**config.mk**
```make
export PLATFORM = sky130hd
export DESIGN_NAME = pmc_mode_ctrl
export DESIGN_NICKNAME = d
export VERILOG_FILES = /design/src/hdl/pmc_pkg.sv /design/src/hdl/pmc_mode_ctrl.sv
export SDC_FILE = /design/constraint.sdc
export NUM_CORES = 1
export LEC_CHECK = 0
export ABC_AREA = 1
export BUFFER_PORTS_ARGS = -buffer_cell sky130_fd_sc_hd__clkbuf_2
export CAP_MARGIN = 20
export CORE_MARGIN = 2
export CORE_UTILIZATION = 45
export CTS_BUF_LIST = sky130_fd_sc_hd__clkbuf_4 sky130_fd_sc_hd__clkbuf_8
export CTS_CLUSTER_DIAMETER = 80
export DETAILED_ROUTE_END_ITERATION = 7
export GPL_TIMING_DRIVEN = 0
export PLACE_DENSITY = 0.83
export SLEW_MARGIN = 20
export SYNTH_ARGS = -nofsm -noshare
export SYNTH_HDL_FRONTEND = slang
export SYNTH_SLANG_ARGS = --single-unit
```
**constraint.sdc**
```tcl
create_clock -name core_clk_i -period 3.2 [get_ports core_clk_i]
set_input_delay 0.64 -clock core_clk_i [delete_from_list [all_inputs] [get_ports core_clk_i]]
set_output_delay 0.64 -clock core_clk_i [all_outputs]
set_load 0.01 [all_outputs]
```
**src/hdl/pmc_pkg.sv**
```systemverilog
// Purpose: Shared types and constants for the operating-mode controller
// Assumes: One 25 MHz core clock
// Notes: Switching clock rates derived from the core clock
package pmc_pkg;
    localparam int CORE_CLK_KHZ = 25000;
    localparam int SW_LO_KHZ = 455;
    localparam int SW_HI_KHZ = 2200;
    localparam logic [6:0] SW_LO_DIV = 7'(CORE_CLK_KHZ / SW_LO_KHZ);
    localparam logic [6:0] SW_HI_DIV = 7'(CORE_CLK_KHZ / SW_HI_KHZ);
    localparam int N_STEPDOWN = 3;
    localparam int N_LDO = 3;

    typedef enum logic [5:0] {
        PMC_OFF = 6'h01,
        PMC_NORMAL = 6'h02,
        PMC_STANDBY = 6'h04,
        PMC_DEEP_SLEEP = 6'h08,
        PMC_DEEP_FAILSAFE = 6'h10,
        PMC_DEBUG = 6'h20
    } pmc_mode_t;

    typedef struct packed {
        logic pre_reg_undervolt_high;
        logic pre_reg_undervolt_low;
        logic pre_reg_overvolt;
        logic thermal_shutdown;
        logic bias_undervolt_low;
        logic supply_below_select;
    } pmc_analog_t;

    typedef struct packed {
        logic [N_STEPDOWN-1:0] stepdown_keep_in_low_power;
        logic [N_LDO-1:0] ldo_keep_in_low_power;
        logic hv_keep_in_low_power;
        logic deep_sleep_allow;
        logic low_power_allow;
        logic low_power_window_allow;
        logic freq_select_high;
    } pmc_config_t;

    typedef struct packed {
        logic [N_STEPDOWN-1:0] step_down_reg;
        logic [N_LDO-1:0] ldo;
        logic step_up_converter;
        logic hv_linear_reg;
        logic pre_reg;
    } pmc_enables_t;
endpackage

```
**src/hdl/pmc_mode_ctrl.sv**
```systemverilog
// Purpose: Operating-mode control, watchdog debug handling, pre-regulator digital control
// Assumes: Pins synchronous except low-power request and wake two, which are synchronised
// Notes: Analog comparator results arrive already filtered
//
// Overview of operation
// - Debug keeps watchdog open, missing refresh tolerated
// - Fail-safe stays low in debug, released in normal on refresh or watchdog disabled
// - Start in OFF with all regulators disabled
// - Deep sleep keeps only hv regulator linear
// - Wake two detector active, starts turn-on
// - Deep sleep allow bit gates deep sleep
// - Wake two enters deep sleep when enabled
// - Hv regulator starts together with all others on entering normal
// - Standby on request toggle when both allows set
// - Standby forces buck PFM, hv linear mode
// - Kept switchers forced PFM, step-up never kept
// - Per-regulator keep bits select standby survivors
// - Normal runs configuration until sleep requested
// - Faults leave normal for OFF or deep fail-safe
// - Bias from battery below threshold, else regulator
// - Bias low undervoltage powers device down
// - Buck in PWM during normal operation
// - Overcurrent turns high side off until clock edge
// - Switching clock internal or external sync
// - Frequency select bit picks 455k or 2.2M
// - Pre-regulator comparators drive mode transitions
// - Overvolt or thermal in normal or standby goes straight to deep fail-safe
// - Wake one low exits deep fail-safe
`timescale 1ns/10ps
module pmc_mode_ctrl
    import pmc_pkg::*;
(
    input wire logic core_clk_i,
    input wire logic arst_n_i,
    input wire logic debug_entry_pin_i,
    input wire logic debug_exit_i,
    input wire logic init_fault_window_closed_i,
    input wire logic watchdog_disable_i,
    input wire logic watchdog_refresh_ok_i,
    input wire logic wake_input_one_i,
    input wire logic wake_input_two_i,
    input wire logic low_power_request_pin_i,
    input wire logic wake2_sleep_request_en_i,
    input wire logic off_request_i,
    input wire logic internal_fault_i,
    input wire logic external_fault_i,
    input wire logic overcurrent_i,
    input wire logic min_on_time_done_i,
    input wire logic sync_select_i,
    input wire logic sync_clock_in_i,
    input wire pmc_analog_t analog_i,
    input wire pmc_config_t config_i,
    output pmc_mode_t mode_o,
    output pmc_enables_t enables_o,
    output logic pre_reg_pfm_o,
    output logic switchers_pfm_o,
    output logic hv_linear_mode_o,
    output logic bias_from_battery_o,
    output logic watchdog_window_open_o,
    output logic failsafe_output_n_o,
    output logic high_side_on_o,
    output logic sw_clk_edge_o
);
    pmc_mode_t mode;
    logic [1:0] lp_sync;
    logic [1:0] w2_sync;
    logic lp_prev;
    logic w2_prev;
    logic [6:0] div_cnt;
    logic sync_prev;
    logic oc_hold;
    logic wd_disabled;
    logic released;
    logic lp_toggle;
    logic w2_rise;
    logic [6:0] div_max;
    pmc_enables_t next_enables;

    // Pin synchronisers; only second stage is evaluated
    always_ff @(posedge core_clk_i or negedge arst_n_i) begin
        if (!arst_n_i) begin
            lp_sync <= 2'h0;
            w2_sync <= 2'h0;
            lp_prev <= 1'b0;
            w2_prev <= 1'b0;
        end else begin
            lp_sync <= {lp_sync[0], low_power_request_pin_i};
            w2_sync <= {w2_sync[0], wake_input_two_i};
            lp_prev <= lp_sync[1];
            w2_prev <= w2_sync[1];
        end
    end

    assign lp_toggle = lp_sync[1] ^ lp_prev;
    assign w2_rise = w2_sync[1] & ~w2_prev;

    // Main mode state machine
    always_ff @(posedge core_clk_i or negedge arst_n_i) begin
        if (!arst_n_i) begin
            mode <= PMC_OFF;
        end else if (analog_i.bias_undervolt_low) begin
            mode <= PMC_OFF;
        end else begin
            case (mode)
                PMC_OFF: begin
                    if (wake_input_one_i || w2_sync[1]) begin
                        mode <= debug_entry_pin_i ? PMC_DEBUG : PMC_NORMAL;
                    end
                end
                PMC_DEBUG: begin
                    if (debug_exit_i && !debug_entry_pin_i) begin
                        mode <= PMC_NORMAL;
                    end
                end
                PMC_NORMAL: begin
                    if (analog_i.pre_reg_overvolt || analog_i.thermal_shutdown) begin
                        mode <= PMC_DEEP_FAILSAFE;
                    end else if (internal_fault_i || external_fault_i || off_request_i) begin
                        mode <= PMC_OFF;
                    end else if (analog_i.pre_reg_undervolt_low) begin
                        mode <= PMC_OFF;
                    end else if (config_i.deep_sleep_allow && wake2_sleep_request_en_i && w2_rise) begin
                        mode <= PMC_DEEP_SLEEP;
                    end else if (lp_toggle && config_i.low_power_allow && config_i.low_power_window_allow) begin
                        mode <= PMC_STANDBY;
                    end
                end
                PMC_STANDBY: begin
                    if (analog_i.pre_reg_overvolt || analog_i.thermal_shutdown) begin
                        mode <= PMC_DEEP_FAILSAFE;
                    end else if (lp_toggle || wake_input_one_i) begin
                        mode <= PMC_NORMAL;
                    end
                end
                PMC_DEEP_SLEEP: begin
                    if (w2_rise || wake_input_one_i) begin
                        mode <= PMC_NORMAL;
                    end
                end
                PMC_DEEP_FAILSAFE: begin
                    if (!wake_input_one_i) begin
                        mode <= PMC_OFF;
                    end
                end
                default: begin
                    mode <= PMC_OFF;
                end
            endcase
        end
    end

    assign mode_o = mode;

    // Regulator enables per mode
    always_comb begin
        next_enables = '0;
        case (mode)
            PMC_NORMAL: begin
                next_enables = '1;
                next_enables.hv_linear_reg = 1'b1;
            end
            PMC_STANDBY: begin
                next_enables.pre_reg = 1'b1;
                next_enables.step_down_reg = config_i.stepdown_keep_in_low_power;
                next_enables.ldo = config_i.ldo_keep_in_low_power;
                next_enables.hv_linear_reg = config_i.hv_keep_in_low_power;
                next_enables.step_up_converter = 1'b0;
            end
            PMC_DEEP_SLEEP: begin
                next_enables.hv_linear_reg = 1'b1;
            end
            default: begin
                next_enables = '0;
            end
        endcase
    end

    always_ff @(posedge core_clk_i or negedge arst_n_i) begin
        if (!arst_n_i) begin
            enables_o <= '0;
        end else begin
            enables_o <= next_enables;
        end
    end

    assign pre_reg_pfm_o = (mode == PMC_STANDBY);
    assign switchers_pfm_o = (mode == PMC_STANDBY);
    assign hv_linear_mode_o = (mode == PMC_STANDBY) || (mode == PMC_DEEP_SLEEP);
    assign bias_from_battery_o = analog_i.supply_below_select;

    // Watchdog disable and fail-safe release
    always_ff @(posedge core_clk_i or negedge arst_n_i) begin
        if (!arst_n_i) begin
            wd_disabled <= 1'b0;
            released <= 1'b0;
        end else begin
            if (watchdog_disable_i && !init_fault_window_closed_i) begin
                wd_disabled <= 1'b1;
            end
            if (mode == PMC_DEBUG) begin
                released <= 1'b0;
            end else if (mode == PMC_NORMAL && init_fault_window_closed_i
                         && (wd_disabled || watchdog_refresh_ok_i)) begin
                released <= 1'b1;
            end else if (mode == PMC_OFF || mode == PMC_DEEP_FAILSAFE) begin
                released <= 1'b0;
            end
        end
    end

    assign watchdog_window_open_o = (mode == PMC_DEBUG) || wd_disabled;
    assign failsafe_output_n_o = released;

    // Switching clock divider with external sync
    assign div_max = config_i.freq_select_high ? SW_HI_DIV : SW_LO_DIV;

    always_ff @(posedge core_clk_i or negedge arst_n_i) begin
        if (!arst_n_i) begin
            div_cnt <= 7'h00;
            sync_prev <= 1'b0;
            sw_clk_edge_o <= 1'b0;
        end else begin
            sync_prev <= sync_clock_in_i;
            if (sync_select_i) begin
                sw_clk_edge_o <= sync_clock_in_i & ~sync_prev;
                div_cnt <= 7'h00;
            end else if (div_cnt >= div_max - 7'h01) begin
                sw_clk_edge_o <= 1'b1;
                div_cnt <= 7'h00;
            end else begin
                sw_clk_edge_o <= 1'b0;
                div_cnt <= div_cnt + 7'h01;
            end
        end
    end

    // High side cycle skip on overcurrent
    always_ff @(posedge core_clk_i or negedge arst_n_i) begin
        if (!arst_n_i) begin
            oc_hold <= 1'b0;
        end else if (overcurrent_i && min_on_time_done_i) begin
            oc_hold <= 1'b1;
        end else if (sw_clk_edge_o) begin
            oc_hold <= 1'b0;
        end
    end

    assign high_side_on_o = enables_o.pre_reg && !oc_hold;

    AST_OFF_DISABLES: assert property (@(posedge core_clk_i) disable iff (!arst_n_i)
        (mode == PMC_OFF) |=> (enables_o == '0)) else $error("regulator on in off");
    AST_DEEP_SLEEP_HV_ONLY: assert property (@(posedge core_clk_i) disable iff (!arst_n_i)
        (mode == PMC_DEEP_SLEEP) |=> (enables_o.hv_linear_reg && !enables_o.pre_reg)) else $error("deep sleep enables");
    AST_STANDBY_NO_STEPUP: assert property (@(posedge core_clk_i) disable iff (!arst_n_i)
        (mode == PMC_STANDBY) |-> pre_reg_pfm_o ##1 !enables_o.step_up_converter) else $error("standby step-up on");
    AST_NORMAL_PWM: assert property (@(posedge core_clk_i) disable iff (!arst_n_i)
        (mode == PMC_NORMAL) |-> !pre_reg_pfm_o) else $error("pfm in normal");
    AST_OV_DEEP_FAILSAFE: assert property (@(posedge core_clk_i) disable iff (!arst_n_i)
        (mode == PMC_NORMAL && analog_i.pre_reg_overvolt && !analog_i.bias_undervolt_low)
        |=> (mode == PMC_DEEP_FAILSAFE)) else $error("overvolt missed");
    AST_DFS_EXIT: assert property (@(posedge core_clk_i) disable iff (!arst_n_i)
        (mode == PMC_DEEP_FAILSAFE && !wake_input_one_i) |=> (mode == PMC_OFF)) else $error("deep_failsafe exit");
    AST_NO_DSM_IF_DISALLOWED: assert property (@(posedge core_clk_i) disable iff (!arst_n_i)
        (mode == PMC_NORMAL && !config_i.deep_sleep_allow) |=> (mode != PMC_DEEP_SLEEP)) else $error("deep sleep gated");
    AST_DEBUG_FS_LOW: assert property (@(posedge core_clk_i) disable iff (!arst_n_i)
        (mode == PMC_DEBUG) [*2] |-> !failsafe_output_n_o && watchdog_window_open_o) else $error("debug fs");
    AST_BIAS_UV_OFF: assert property (@(posedge core_clk_i) disable iff (!arst_n_i)
        analog_i.bias_undervolt_low |=> (mode == PMC_OFF)) else $error("bias uv");
    AST_OC_SKIP: assert property (@(posedge core_clk_i) disable iff (!arst_n_i)
        (overcurrent_i && min_on_time_done_i) |=> !high_side_on_o) else $error("oc skip");
endmodule // pmc_mode_ctrl

```
* After elaboration in Yosys (flattened, before gate mapping)
Index checks and enable logic that the tools add are counted.
Word-level totals: input bits 35, output and inout bits 23, register bits after elaboration 33
Cells by class: add/sub/neg operators 2, eq/ne operators 12, multiplexer cells 27, bitwise operators 5, reduce and logical (&&, ||, !) cells 28, $lt $le $gt $ge 1
Operators with widths (number):
- 6-bit two-way mux | 14
- 6-bit case mux with 6 select lines | 1
- 7-bit two-way mux | 2
- 7-bit case mux with 2 select lines | 1
- 3-bit != test, second input constant | 4
- 1-bit logical AND | 10
- 1-bit logical OR | 10
- 1-bit two-way mux | 8
- 7-bit by 1-bit adder with 7-bit output, second input constant | 1
- 7-bit greater-or-equal comparator | 1
- 7-bit != test, second input constant | 1
- 6-bit by 1-bit subtractor with 7-bit output, second input constant | 1
- 6-bit by 1-bit == test with 1-bit output, second input constant | 1
- 6-bit by 2-bit == test with 1-bit output, second input constant | 1
- 6-bit by 3-bit == test with 1-bit output, second input constant | 1
- 6-bit by 4-bit == test with 1-bit output, second input constant | 1
- 6-bit by 5-bit == test with 1-bit output, second input constant | 1
- 6-bit == test, second input constant | 1
- 6-bit AND reduction | 1
- 4-bit by 2-bit != test with 1-bit output, second input constant | 1
- 2-bit OR reduction | 2
- 1-bit logical NOT | 3
- 3-bit nonzero test | 1
- 1-bit bitwise AND | 2
- other kinds (4) | 5

* Logic depth before layout (Yosys ltp)
Gate-level depths: netlist (run 1).
word-level depth 10, gate-level depth with buffers 12

* Worst setup path after synthesis (run 1)
Ideal clock, no wire load.
path kind register to output, from register mode[1] (netlist: mode_o[1]), to output port switchers_pfm_o, path slack 1.504 ns, path buffers 1, required time 2.560 ns, data arrival time 1.056 ns, stages on the path, launching flop included 5, path through dfrtp_1 > nor2_2 > nand3_2 > inv_2 > buf_4
On the way: word-level cells in the longest chain between the ends 1
Ends and longest elaborated chain:
- from (decl) | RTL line pmc_mode_ctrl.sv:64 | pmc_mode_t mode;
- from (signal assigned) | RTL line pmc_mode_ctrl.sv:107 | mode <= debug_entry_pin_i ? PMC_DEBUG : PMC_NORMAL;
- 6-bit by 3-bit == test with 1-bit output
- to (decl) | RTL line pmc_mode_ctrl.sv:56 | output logic switchers_pfm_o,
Every way passes these cells.

* Final worst setup path (run 1)
from register mode[1] (netlist: mode_o[1]), to output port switchers_pfm_o
On the way: word-level cells in the longest chain between the ends 1
Ends and longest elaborated chain:
- 6-bit by 3-bit == test with 1-bit output | RTL line pmc_mode_ctrl.sv:187 | assign switchers_pfm_o = (mode == PMC_STANDBY);
Every way passes these cells.

==> impl_metrics.json, run 1 <==
{
  "cts_setup_buffers": 0,
  "initial_core_util_pct": 47.0,
  "drive_above_1_share_pct": 31.8,
  "cp_num_buf_inv": 3,
  "first_pass_iters": 4,
  "holdCritPathClass": "reg -> reg",
  "overflow": 0,
  "period_minus_slack_ns": 2.19,
  "root_buffer": "clkbuf_8",
  "worst_setup_path_start_kind": "flop",
  "ctsHoldBuffers": 0,
  "hold_violations": 0,
  "hpwl_mm": 2.74,
  "fmax_mhz": 456,
  "synthToLayoutAreaGrowth_pct": 26.3,
  "fin_nets": 315,
  "max_cap_viol_count": 0,
  "vias": 1500,
  "r2r_start": "div_cnt[5]",
  "final_cells": 322,
  "synthCells": 211,
  "placed_cell_area_sq_um": 2070,
  "rsz0062_at_grt": "no",
  "crit_slowest_cell": "dfrtp_1",
  "dominantRegCellSynth": "dfrtp_1",
  "antenna_found_initial": 0,
  "r2r_setup_slack_ns": 1.58,
  "rr_worst_depth": 4,
  "synthesis.area_sq_um": 1730,
  "wl_per_cell_microns": 11.0,
  "die_area_sq_um": 4360,
  "globalplace.congestion": 0.874,
  "startpoint": "mode_o[1]",
  "diodes": 0,
  "path_class": "reg -> out",
  "syn_area_per_cell_sq_um": 8.21,
  "grt_pass1_wl_mm": 6.01,
  "clock_latency_ns": 0.29,
  "peakVddDrop_v": 0.000255,
  "power_density_nw_per_um2": 535,
  "synth_top_area_share_pct": 46.2,
  "maxSlewViolCount": 0,
  "htree_levels": 2,
  "place_inst": 314,
  "clk_path_buf_depth": 2,
  "fin_area_sq_um": 2190,
  "synth_common_cells": "55 x nand2_1, 32 x dfrtp_1, 31 x inv_1, 26 x nor2_1, 12 x nand3_1",
  "arrival_ns": 1.55,
  "total_leakage_power_nw": 1.28,
  "synth_largest_area_cell": "dfrtp_1",
  "path_clk_slew_ns": 0.07,
  "drt_iter0_markers": 50,
  "portBuffers": 55,
  "num-fill-cells": 332,
  "worst-path-stages": 5,
  "yosysUniqueCellTypes": 30,
  "ioPinCount": 58,
  "post-route-period-util_pct": 68.5,
  "synth-seq-cells": 33,
  "cts_resized": 0,
  "dieWidth_microns": 66.1,
  "required_ns": 2.56,
  "status": "completed",
  "wl_mm": 3.54,
  "rows": 22,
  "endpoint": "switchers_pfm_o",
  "min_from": "w2_sync[0]",
  "setup_tns_ns": 0,
  "regToRegEndpoint": "div_cnt[0]",
  "cp-end-kind": "primary output",
  "cts_tree": "built",
  "slew_headroom_pct": 47.8,
  "crit_chain": "nor2_2 > nand3_2 > inv_2 > buf_4 > clkbuf_2",
  "vias_per_cell": 4.66,
  "yosys_warnings": 0,
  "ys_async_sr_fraction_pct": 100,
  "grt_max_degree": 34,
  "yosysMostFrequentCell": "nand2_1",
  "post-route-drc-count": 0,
  "syn_nets": 253,
  "cp_slowest_stage_delay_ns": 0.42,
  "die_h_microns": 66.1,
  "cts_sinks": 33,
  "core_area_sq_um": 3690,
  "numCtsBuffers": 5,
  "synth_area_leaders": "dfrtp_1 46%, nand2_1 12%, inv_1 6.7%",
  "tightest_slew_ns": 0.784,
  "setup_viol": 0,
  "grt_usage_pct": 18.6,
  "crit_family": "buffers and inverters",
  "clock-skew-final_ns": 0.00788,
  "worstPathMaxFanout": 10,
  "synth-seq-area-share_pct": 47.7,
  "postRouteAntennaNets": 0,
  "synth-edff-count": 0,
  "grt_pass1_vias": 1430
}
## worst register-to-register path, cell delays in order, from the launching register on
cell	delay, ns
dfrtp_1	0.42
ha_1	0.32
a2111oi_2	0.41
nand2_1	0.25
nor2_1	0.14
## sequential cells by signal, summed over array words and instances, names as in the netlist, 2 cells and up
register	count
enables_o	9
div_cnt	7
mode_o	6
lp_sync	2
w2_sync	2
## logic make-up after synthesis
logic type / Yosys count / synth area share [%]
AOI/OAI and AO/OA: 10 / 4.12
xor gates and xnor gates: 5 / 2.53
adders and majority gates: 7 / 5.05
buffers and inverters: 40 / 9.24
DFF: 33 / 47.7
and+or+nand+nor: 116 / 31.3
## how the worst min path moves through the flow
stage               slack (ns)    endpoint  cells after the start
floorplan                 0.33  lp_sync[1]                      0
global placement          0.33  w2_sync[1]                      0
detailed placement        0.34  w2_sync[1]                      0
CTS                       0.35  w2_sync[1]                      0
global route              0.36  w2_sync[1]                      0
finish                    0.34  w2_sync[1]                      0
## metal layers
layer	part of all wire [%]	vias to the layer above	GRT usage, %
met2	47	64	30.4
met3	7.8	4	4.26
li1	-	774	-
met4	1.1	0	9.18
met5	0	-	0
met1	44	658	23.2
## placed cells by master (no fill, tap or decap), types with 3 or more instances in the layout
cell	Yosys	final
nand3_1	12	12
nor2_2	4	4
nor3_1	5	5
xor2_1	4	4
nand2_1	55	55
inv_1	31	31
clkbuf_8	0	6
nand3_2	4	4
ha_1	7	7
nand4_1	3	3
nor2_1	26	26
inv_2	5	5
dfrtp_1	32	32
clkbuf_2	0	55
## power by group
part	internal (mW)	total [mW]	leakage, nW	switching, mW
Combinational	0.100	0.267	0.800	0.167
Sequential	0.465	0.497	0.427	0.0322
Clock	0.253	0.407	0.0574	0.154
## metrics by stage
stage               power (mW)  hold WS [ns]  util [%]  setup slack, ns
floorplan                0.673         0.331         -             1.50
global placement         0.763         0.332      56.1             1.27
detailed placement       0.773         0.336      56.1             1.22
CTS                       1.18         0.346      59.3             1.00
global route              1.24         0.361      59.3            0.925
finish                    1.17         0.340      59.3             1.01
## area by class of cell
| cell class | instances | area (sq um) | share of cell area (%) |
|---|---|---|---|
| buffer | 2 | 15.0 | 0.686 |
| clock buffer | 6 | 82.6 | 3.77 |
| clock inverter | 2 | 37.5 | 1.72 |
| inverter | 38 | 145 | 6.63 |
| multi-input combinational | 138 | 746 | 34.1 |
| sequential | 33 | 827 | 37.8 |
| tap | 48 | 60.1 | 2.74 |
| timing repair buffer | 55 | 275 | 12.6 |
(Power assumes the default switching activity.)
==> run 2: changes to the inputs <==
==> constraint.sdc (replaced) <==
create_clock -name core_clk_i -period 2.04 [get_ports core_clk_i]
set_input_delay 0.408 -clock core_clk_i [delete_from_list [all_inputs] [get_ports core_clk_i]]
set_output_delay 0.408 -clock core_clk_i [all_outputs]
set_load 0.01 [all_outputs]
==> run 2 against run 1 <==
  * Worst hold slack worse by 0.15 ns
  * Sequential share of layout area decreased by 0.086 points
  * Combinational power increased by 59%
  * Critical path depth did not move
  * Non-clock buffer count stayed put
  * Utilization up 0.14 points
  * Largest power group unchanged
==> impl_metrics.json, run 2 (synthesis gave the netlist of run 1 again) <==
{
  "grt_usage_pct": 18.6,
  "fin_nets": 315,
  "overflow": 0,
  "finalPower_mw": 1.85,
  "fin_area_sq_um": 2190,
  "drive_above_1_share_pct": 31.8,
  "cts_setup_buffers": 0,
  "diodes": 0,
  "die_h_microns": 66.1,
  "globalplace.congestion": 0.874,
  "fin_ws_ns": 0.129,
  "period_minus_slack_ns": 1.91,
  "drt_iter0_markers": 53,
  "path_clk_slew_ns": 0.07,
  "dieWidth_microns": 66.1,
  "die_area_sq_um": 4360,
  "clock-skew-final_ns": 0.00783,
  "first_pass_iters": 4,
  "fmax_mhz": 523,
  "post-route-period-util_pct": 93.7,
  "arrival_ns": 1.50,
  "worst_setup_path_start_kind": "flop",
  "final_cells": 322,
  "vias": 1504,
  "r2r_setup_slack_ns": 0.42,
  "r2r_start": "div_cnt[5]",
  "regToRegEndpoint": "div_cnt[0]",
  "slew_headroom_pct": 47.8,
  "core_area_sq_um": 3690,
  "peakVddDrop_v": 0.000389,
  "place_inst": 314,
  "wl_mm": 3.55,
  "hpwl_mm": 2.74,
  "ctsHoldBuffers": 0,
  "cts_resized": 0,
  "tightest_slew_ns": 0.783,
  "crit_slowest_cell": "dfrtp_1",
  "max_cap_viol_count": 0,
  "grt_max_degree": 34,
  "status": "completed",
  "rr_worst_depth": 4,
  "initial_core_util_pct": 47.0,
  "setup_viol": 0,
  "path_class": "reg -> out",
  "htree_levels": 2,
  "layout_common_cells": "55 x nand2_1, 55 x clkbuf_2, 32 x dfrtp_1",
  "cp-end-kind": "primary output",
  "portBuffers": 55,
  "numCtsBuffers": 5,
  "largest_register": "enables_o",
  "placed_cell_area_sq_um": 2070,
  "grt_pass1_vias": 1430,
  "root_buffer": "clkbuf_8",
  "wl_per_cell_microns": 11.0,
  "maxSlewViolCount": 0,
  "cts_sinks": 33,
  "cts_tree": "built",
  "vias_per_cell": 4.67,
  "largest_reg_flops": 9,
  "hold_violations": 0,
  "rsz0062_at_grt": "no",
  "total_leakage_power_nw": 1.29,
  "postRouteAntennaNets": 0,
  "clock_latency_ns": 0.29,
  "synthToLayoutAreaGrowth_pct": 26.6,
  "ioPinCount": 58,
  "power_density_nw_per_um2": 842,
  "antenna_found_initial": 0,
  "worstPathMaxFanout": 10,
  "crit_chain": "nor2_4 > nand3_2 > inv_2 > buf_4 > clkbuf_2",
  "clk_path_buf_depth": 2,
  "required_ns": 1.63,
  "grt_pass1_wl_mm": 6.01,
  "holdCritPathClass": "in -> async",
  "num-fill-cells": 332,
  "dp_worst_setup_slack_ns": 0.294,
  "post-route-drc-count": 0,
  "setup_tns_ns": 0,
  "cp_slowest_stage_delay_ns": 0.43,
  "rows": 22
}
-- run 2: cell types whose count changed in the layout (fill, tap and decap cells not counted) --
cell and delta:
nor2_2 -1, nor2_4 +1
-- run 2: metal layers --
metal / track usage (%) / part of all wire, % / vias to the layer above
met4: 9.18 / 1.1 / 0
met1: 23.2 / 44 / 664
met5: 0 / 0 / -
met2: 30.4 / 47 / 64
met3: 4.26 / 7.8 / 4
li1: - / - / 772
-- run 2: worst max path at each step --
stage,from,endpoint,slack [ns],cells past startpoint
final,mode_o[4],switchers_pfm_o,0.13,5
after global routing,mode_o[2],switchers_pfm_o,0.03,6
after CTS,mode_o[1],switchers_pfm_o,0.07,5
after detailed placement,config_i[0],div_cnt[0],0.29,12
after global placement,config_i[0],div_cnt[0],0.34,12
after floorplan,mode_o[1],switchers_pfm_o,0.58,4
-- run 2: cell type report --
class | count | area, sq um | area share [%]
inverter | 38 | 145 | 6.62
sequential | 33 | 827 | 37.7
tap | 48 | 60.1 | 2.74
clock buffer | 6 | 82.6 | 3.76
clock inverter | 2 | 37.5 | 1.71
multi-input combinational | 138 | 751 | 34.2
timing repair buffer | 55 | 275 | 12.5
buffer | 2 | 15.0 | 0.685
-- run 2: stage by stage --
| stage | util, % | hold slack [ns] |
|---|---|---|
| after global placement | 56.1 | 0.332 |
| final | 59.5 | 0.190 |
| after CTS | 59.3 | 0.219 |
| after floorplan | - | 0.112 |
| after global routing | 59.5 | 0.215 |
| after detailed placement | 56.1 | 0.336 |
-- run 2: where the power goes --
part	internal [mW]	switching (mW)
Sequential	0.729	0.0554
Combinational	0.162	0.262
Clock	0.397	0.242
-- run 2: worst max-delay path, delay by kind of cell, from the launching register on --
family / cells / cell delay, ns
and+or+nand+nor: 2 / 0.34
DFF: 1 / 0.43
buffers and inverters: 3 / 0.43
==> run 3: changes to the inputs <==
--- a/config.mk
+++ b/config.mk
@@ -14,7 +14,7 @@
 export CTS_CLUSTER_DIAMETER = 80
 export DETAILED_ROUTE_END_ITERATION = 7
 export GPL_TIMING_DRIVEN = 0
-export PLACE_DENSITY = 0.83
+export PLACE_DENSITY = 0.85
 export SLEW_MARGIN = 20
 export SYNTH_ARGS = -nofsm -noshare
 export SYNTH_HDL_FRONTEND = slang
==> constraint.sdc (replaced) <==
create_clock -name core_clk_i -period 1.7 [get_ports core_clk_i]
set_input_delay 0.34 -clock core_clk_i [delete_from_list [all_inputs] [get_ports core_clk_i]]
set_output_delay 0.34 -clock core_clk_i [all_outputs]
set_load 0.01 [all_outputs]
==> run 3 against run 2 <==
  * Setup slack lost 0.088 ns
  * Non-clock buffer count grew 10
  * Count of clock-buffer cells in the layout grew 1
  * Largest cell class unchanged
==> impl_metrics.json, run 3 (synthesis gave the netlist of run 1 again) <==
{
  "vias_per_cell": 4.85,
  "die_area_sq_um": 4360,
  "peakVddDrop_v": 0.000532,
  "portBuffers": 55,
  "synthToLayoutAreaGrowth_pct": 33.6,
  "post-route-period-util_pct": 97.6,
  "hpwl_mm": 2.73,
  "rows": 22,
  "diodes": 0,
  "worstPathMaxFanout": 4,
  "arrival_ns": 1.32,
  "wl_per_cell_microns": 11.3,
  "required_ns": 1.36,
  "status": "completed",
  "clock_latency_ns": 0.29,
  "clkPwrFrac_pct": 33.4,
  "rsz0062_at_grt": "yes",
  "holdCritPathClass": "in -> async",
  "cts_tree": "built",
  "cp-end-kind": "primary output",
  "r2r_setup_slack_ns": 0.12,
  "combinationalPowerShare_pct": 26.5,
  "dp_worst_setup_slack_ns": 0.00902,
  "grt_pass1_wl_mm": 6.49,
  "hold_slack_ns": 0.116,
  "vias": 1610,
  "cts_sinks": 33,
  "place_inst": 314,
  "fmax_mhz": 603,
  "ioPinCount": 58,
  "r2r_start": "div_cnt[5]",
  "post-route-drc-count": 0,
  "path_class": "reg -> out",
  "switchingPower_mw": 0.697,
  "setup_tns_ns": 0,
  "path_clk_slew_ns": 0.07,
  "layout_common_cells": "54 x nand2_1, 54 x clkbuf_2, 31 x inv_1",
  "first_pass_iters": 4,
  "fin_ws_ns": 0.0410,
  "setup_viol": 0,
  "overflow": 0,
  "ctsHoldBuffers": 0,
  "root_buffer": "clkbuf_8",
  "worst_setup_path_start_kind": "flop",
  "largest_reg_flops": 9,
  "regToRegEndpoint": "div_cnt[3]",
  "rr_worst_depth": 4,
  "numCtsBuffers": 5,
  "postRouteAntennaNets": 0,
  "tightest_slew_ns": 0.778,
  "wl_mm": 3.75,
  "hold_violations": 0,
  "globalplace.congestion": 0.860,
  "max_cap_viol_count": 0,
  "dieWidth_microns": 66.1,
  "clk_path_buf_depth": 2,
  "power_density_nw_per_um2": 1000,
  "intPower_mw": 1.62,
  "antenna_found_initial": 0,
  "power_frac_seq_pct": 40.1,
  "die_h_microns": 66.1,
  "initial_core_util_pct": 47.0,
  "largest_register": "enables_o",
  "slew_headroom_pct": 48.1,
  "drt_iter0_markers": 84,
  "grt_max_degree": 34,
  "final_cells": 332,
  "clock-skew-final_ns": 0.00395,
  "drive_above_1_share_pct": 36.3,
  "swShare_pct": 30.0,
  "period_minus_slack_ns": 1.66,
  "fin_nets": 325,
  "grt_usage_pct": 19.7,
  "core_area_sq_um": 3690,
  "total_leakage_power_nw": 1.34,
  "grt_pass1_vias": 1559,
  "htree_levels": 2,
  "maxSlewViolCount": 0
}
[run 3: area by class of cell]
class	instances	area, sq um
Clock buffer	7	90.1
Timing Repair Buffer	65	360
Sequential cell	33	831
Tap cell	48	60.1
Buffer	2	15.0
Multi-Input combinational cell	138	778
Inverter	38	150
Clock inverter	1	30.0
Fill cell	311	1370
[run 3: worst max path at each step]
stage	end	cells after the start	startpoint	slack, ns
floorplan	div_cnt[0]	4	div_cnt[5]	0.28
detailed placement	div_cnt[3]	5	config_i[0]	0.009
global route	hv_linear_mode_o	4	mode_o[5]	-0.02
global placement	div_cnt[0]	12	config_i[0]	0.08
CTS	watchdog_window_open_o	5	mode_o[4]	0.01
finish	switchers_pfm_o	5	mode_o[0]	0.04
[run 3: what timing repair did]
item                                    in CTS  in global routing
buffers inserted                             5                  5
pin swaps                                    3                  3
cloned                                       0                  0
endpoints found under the setup margin       2                 10
gates resized for setup                      9                  7
[run 3: power by group through the flow]
stage | logic (mW) | registers [mW] | clock network (mW)
4_1_cts | 0.550 | 0.943 | 0.790
2_1_floorplan | 0.291 | 0.976 | 0
6_report | 0.615 | 0.931 | 0.774
3_5_place_dp | 0.500 | 0.950 | 0
5_1_grt | 0.691 | 0.940 | 0.833
3_3_place_gp | 0.487 | 0.948 | 0
[run 3: per-stage QoR]
stage	utilization (%)	area (sq um)	power [mW]
final	62.8	2310	2.32
after global routing	62.8	2310	2.46
after CTS	61.3	2260	2.28
after detailed placement	56.1	2070	1.45
after global placement	56.1	2070	1.43
after floorplan	-	1730	1.27
[run 3: worst max-delay path: stages (launching register included)]
cell and delay [ns]:
dfstp_2 0.56, nor2_4 0.06, nand3_4 0.10, clkinv_4 0.07, buf_4 0.13, buf_6 0.11
[run 3: routing by layer]
layer / vias up / share of wire [%] / track usage [%]
met5: - / 0 / 0
li1: 798 / - / -
met1: 723 / 40 / 23.4
met4: 0 / 2.3 / 9.95
met2: 76 / 49 / 32.1
met3: 13 / 8.8 / 6.13
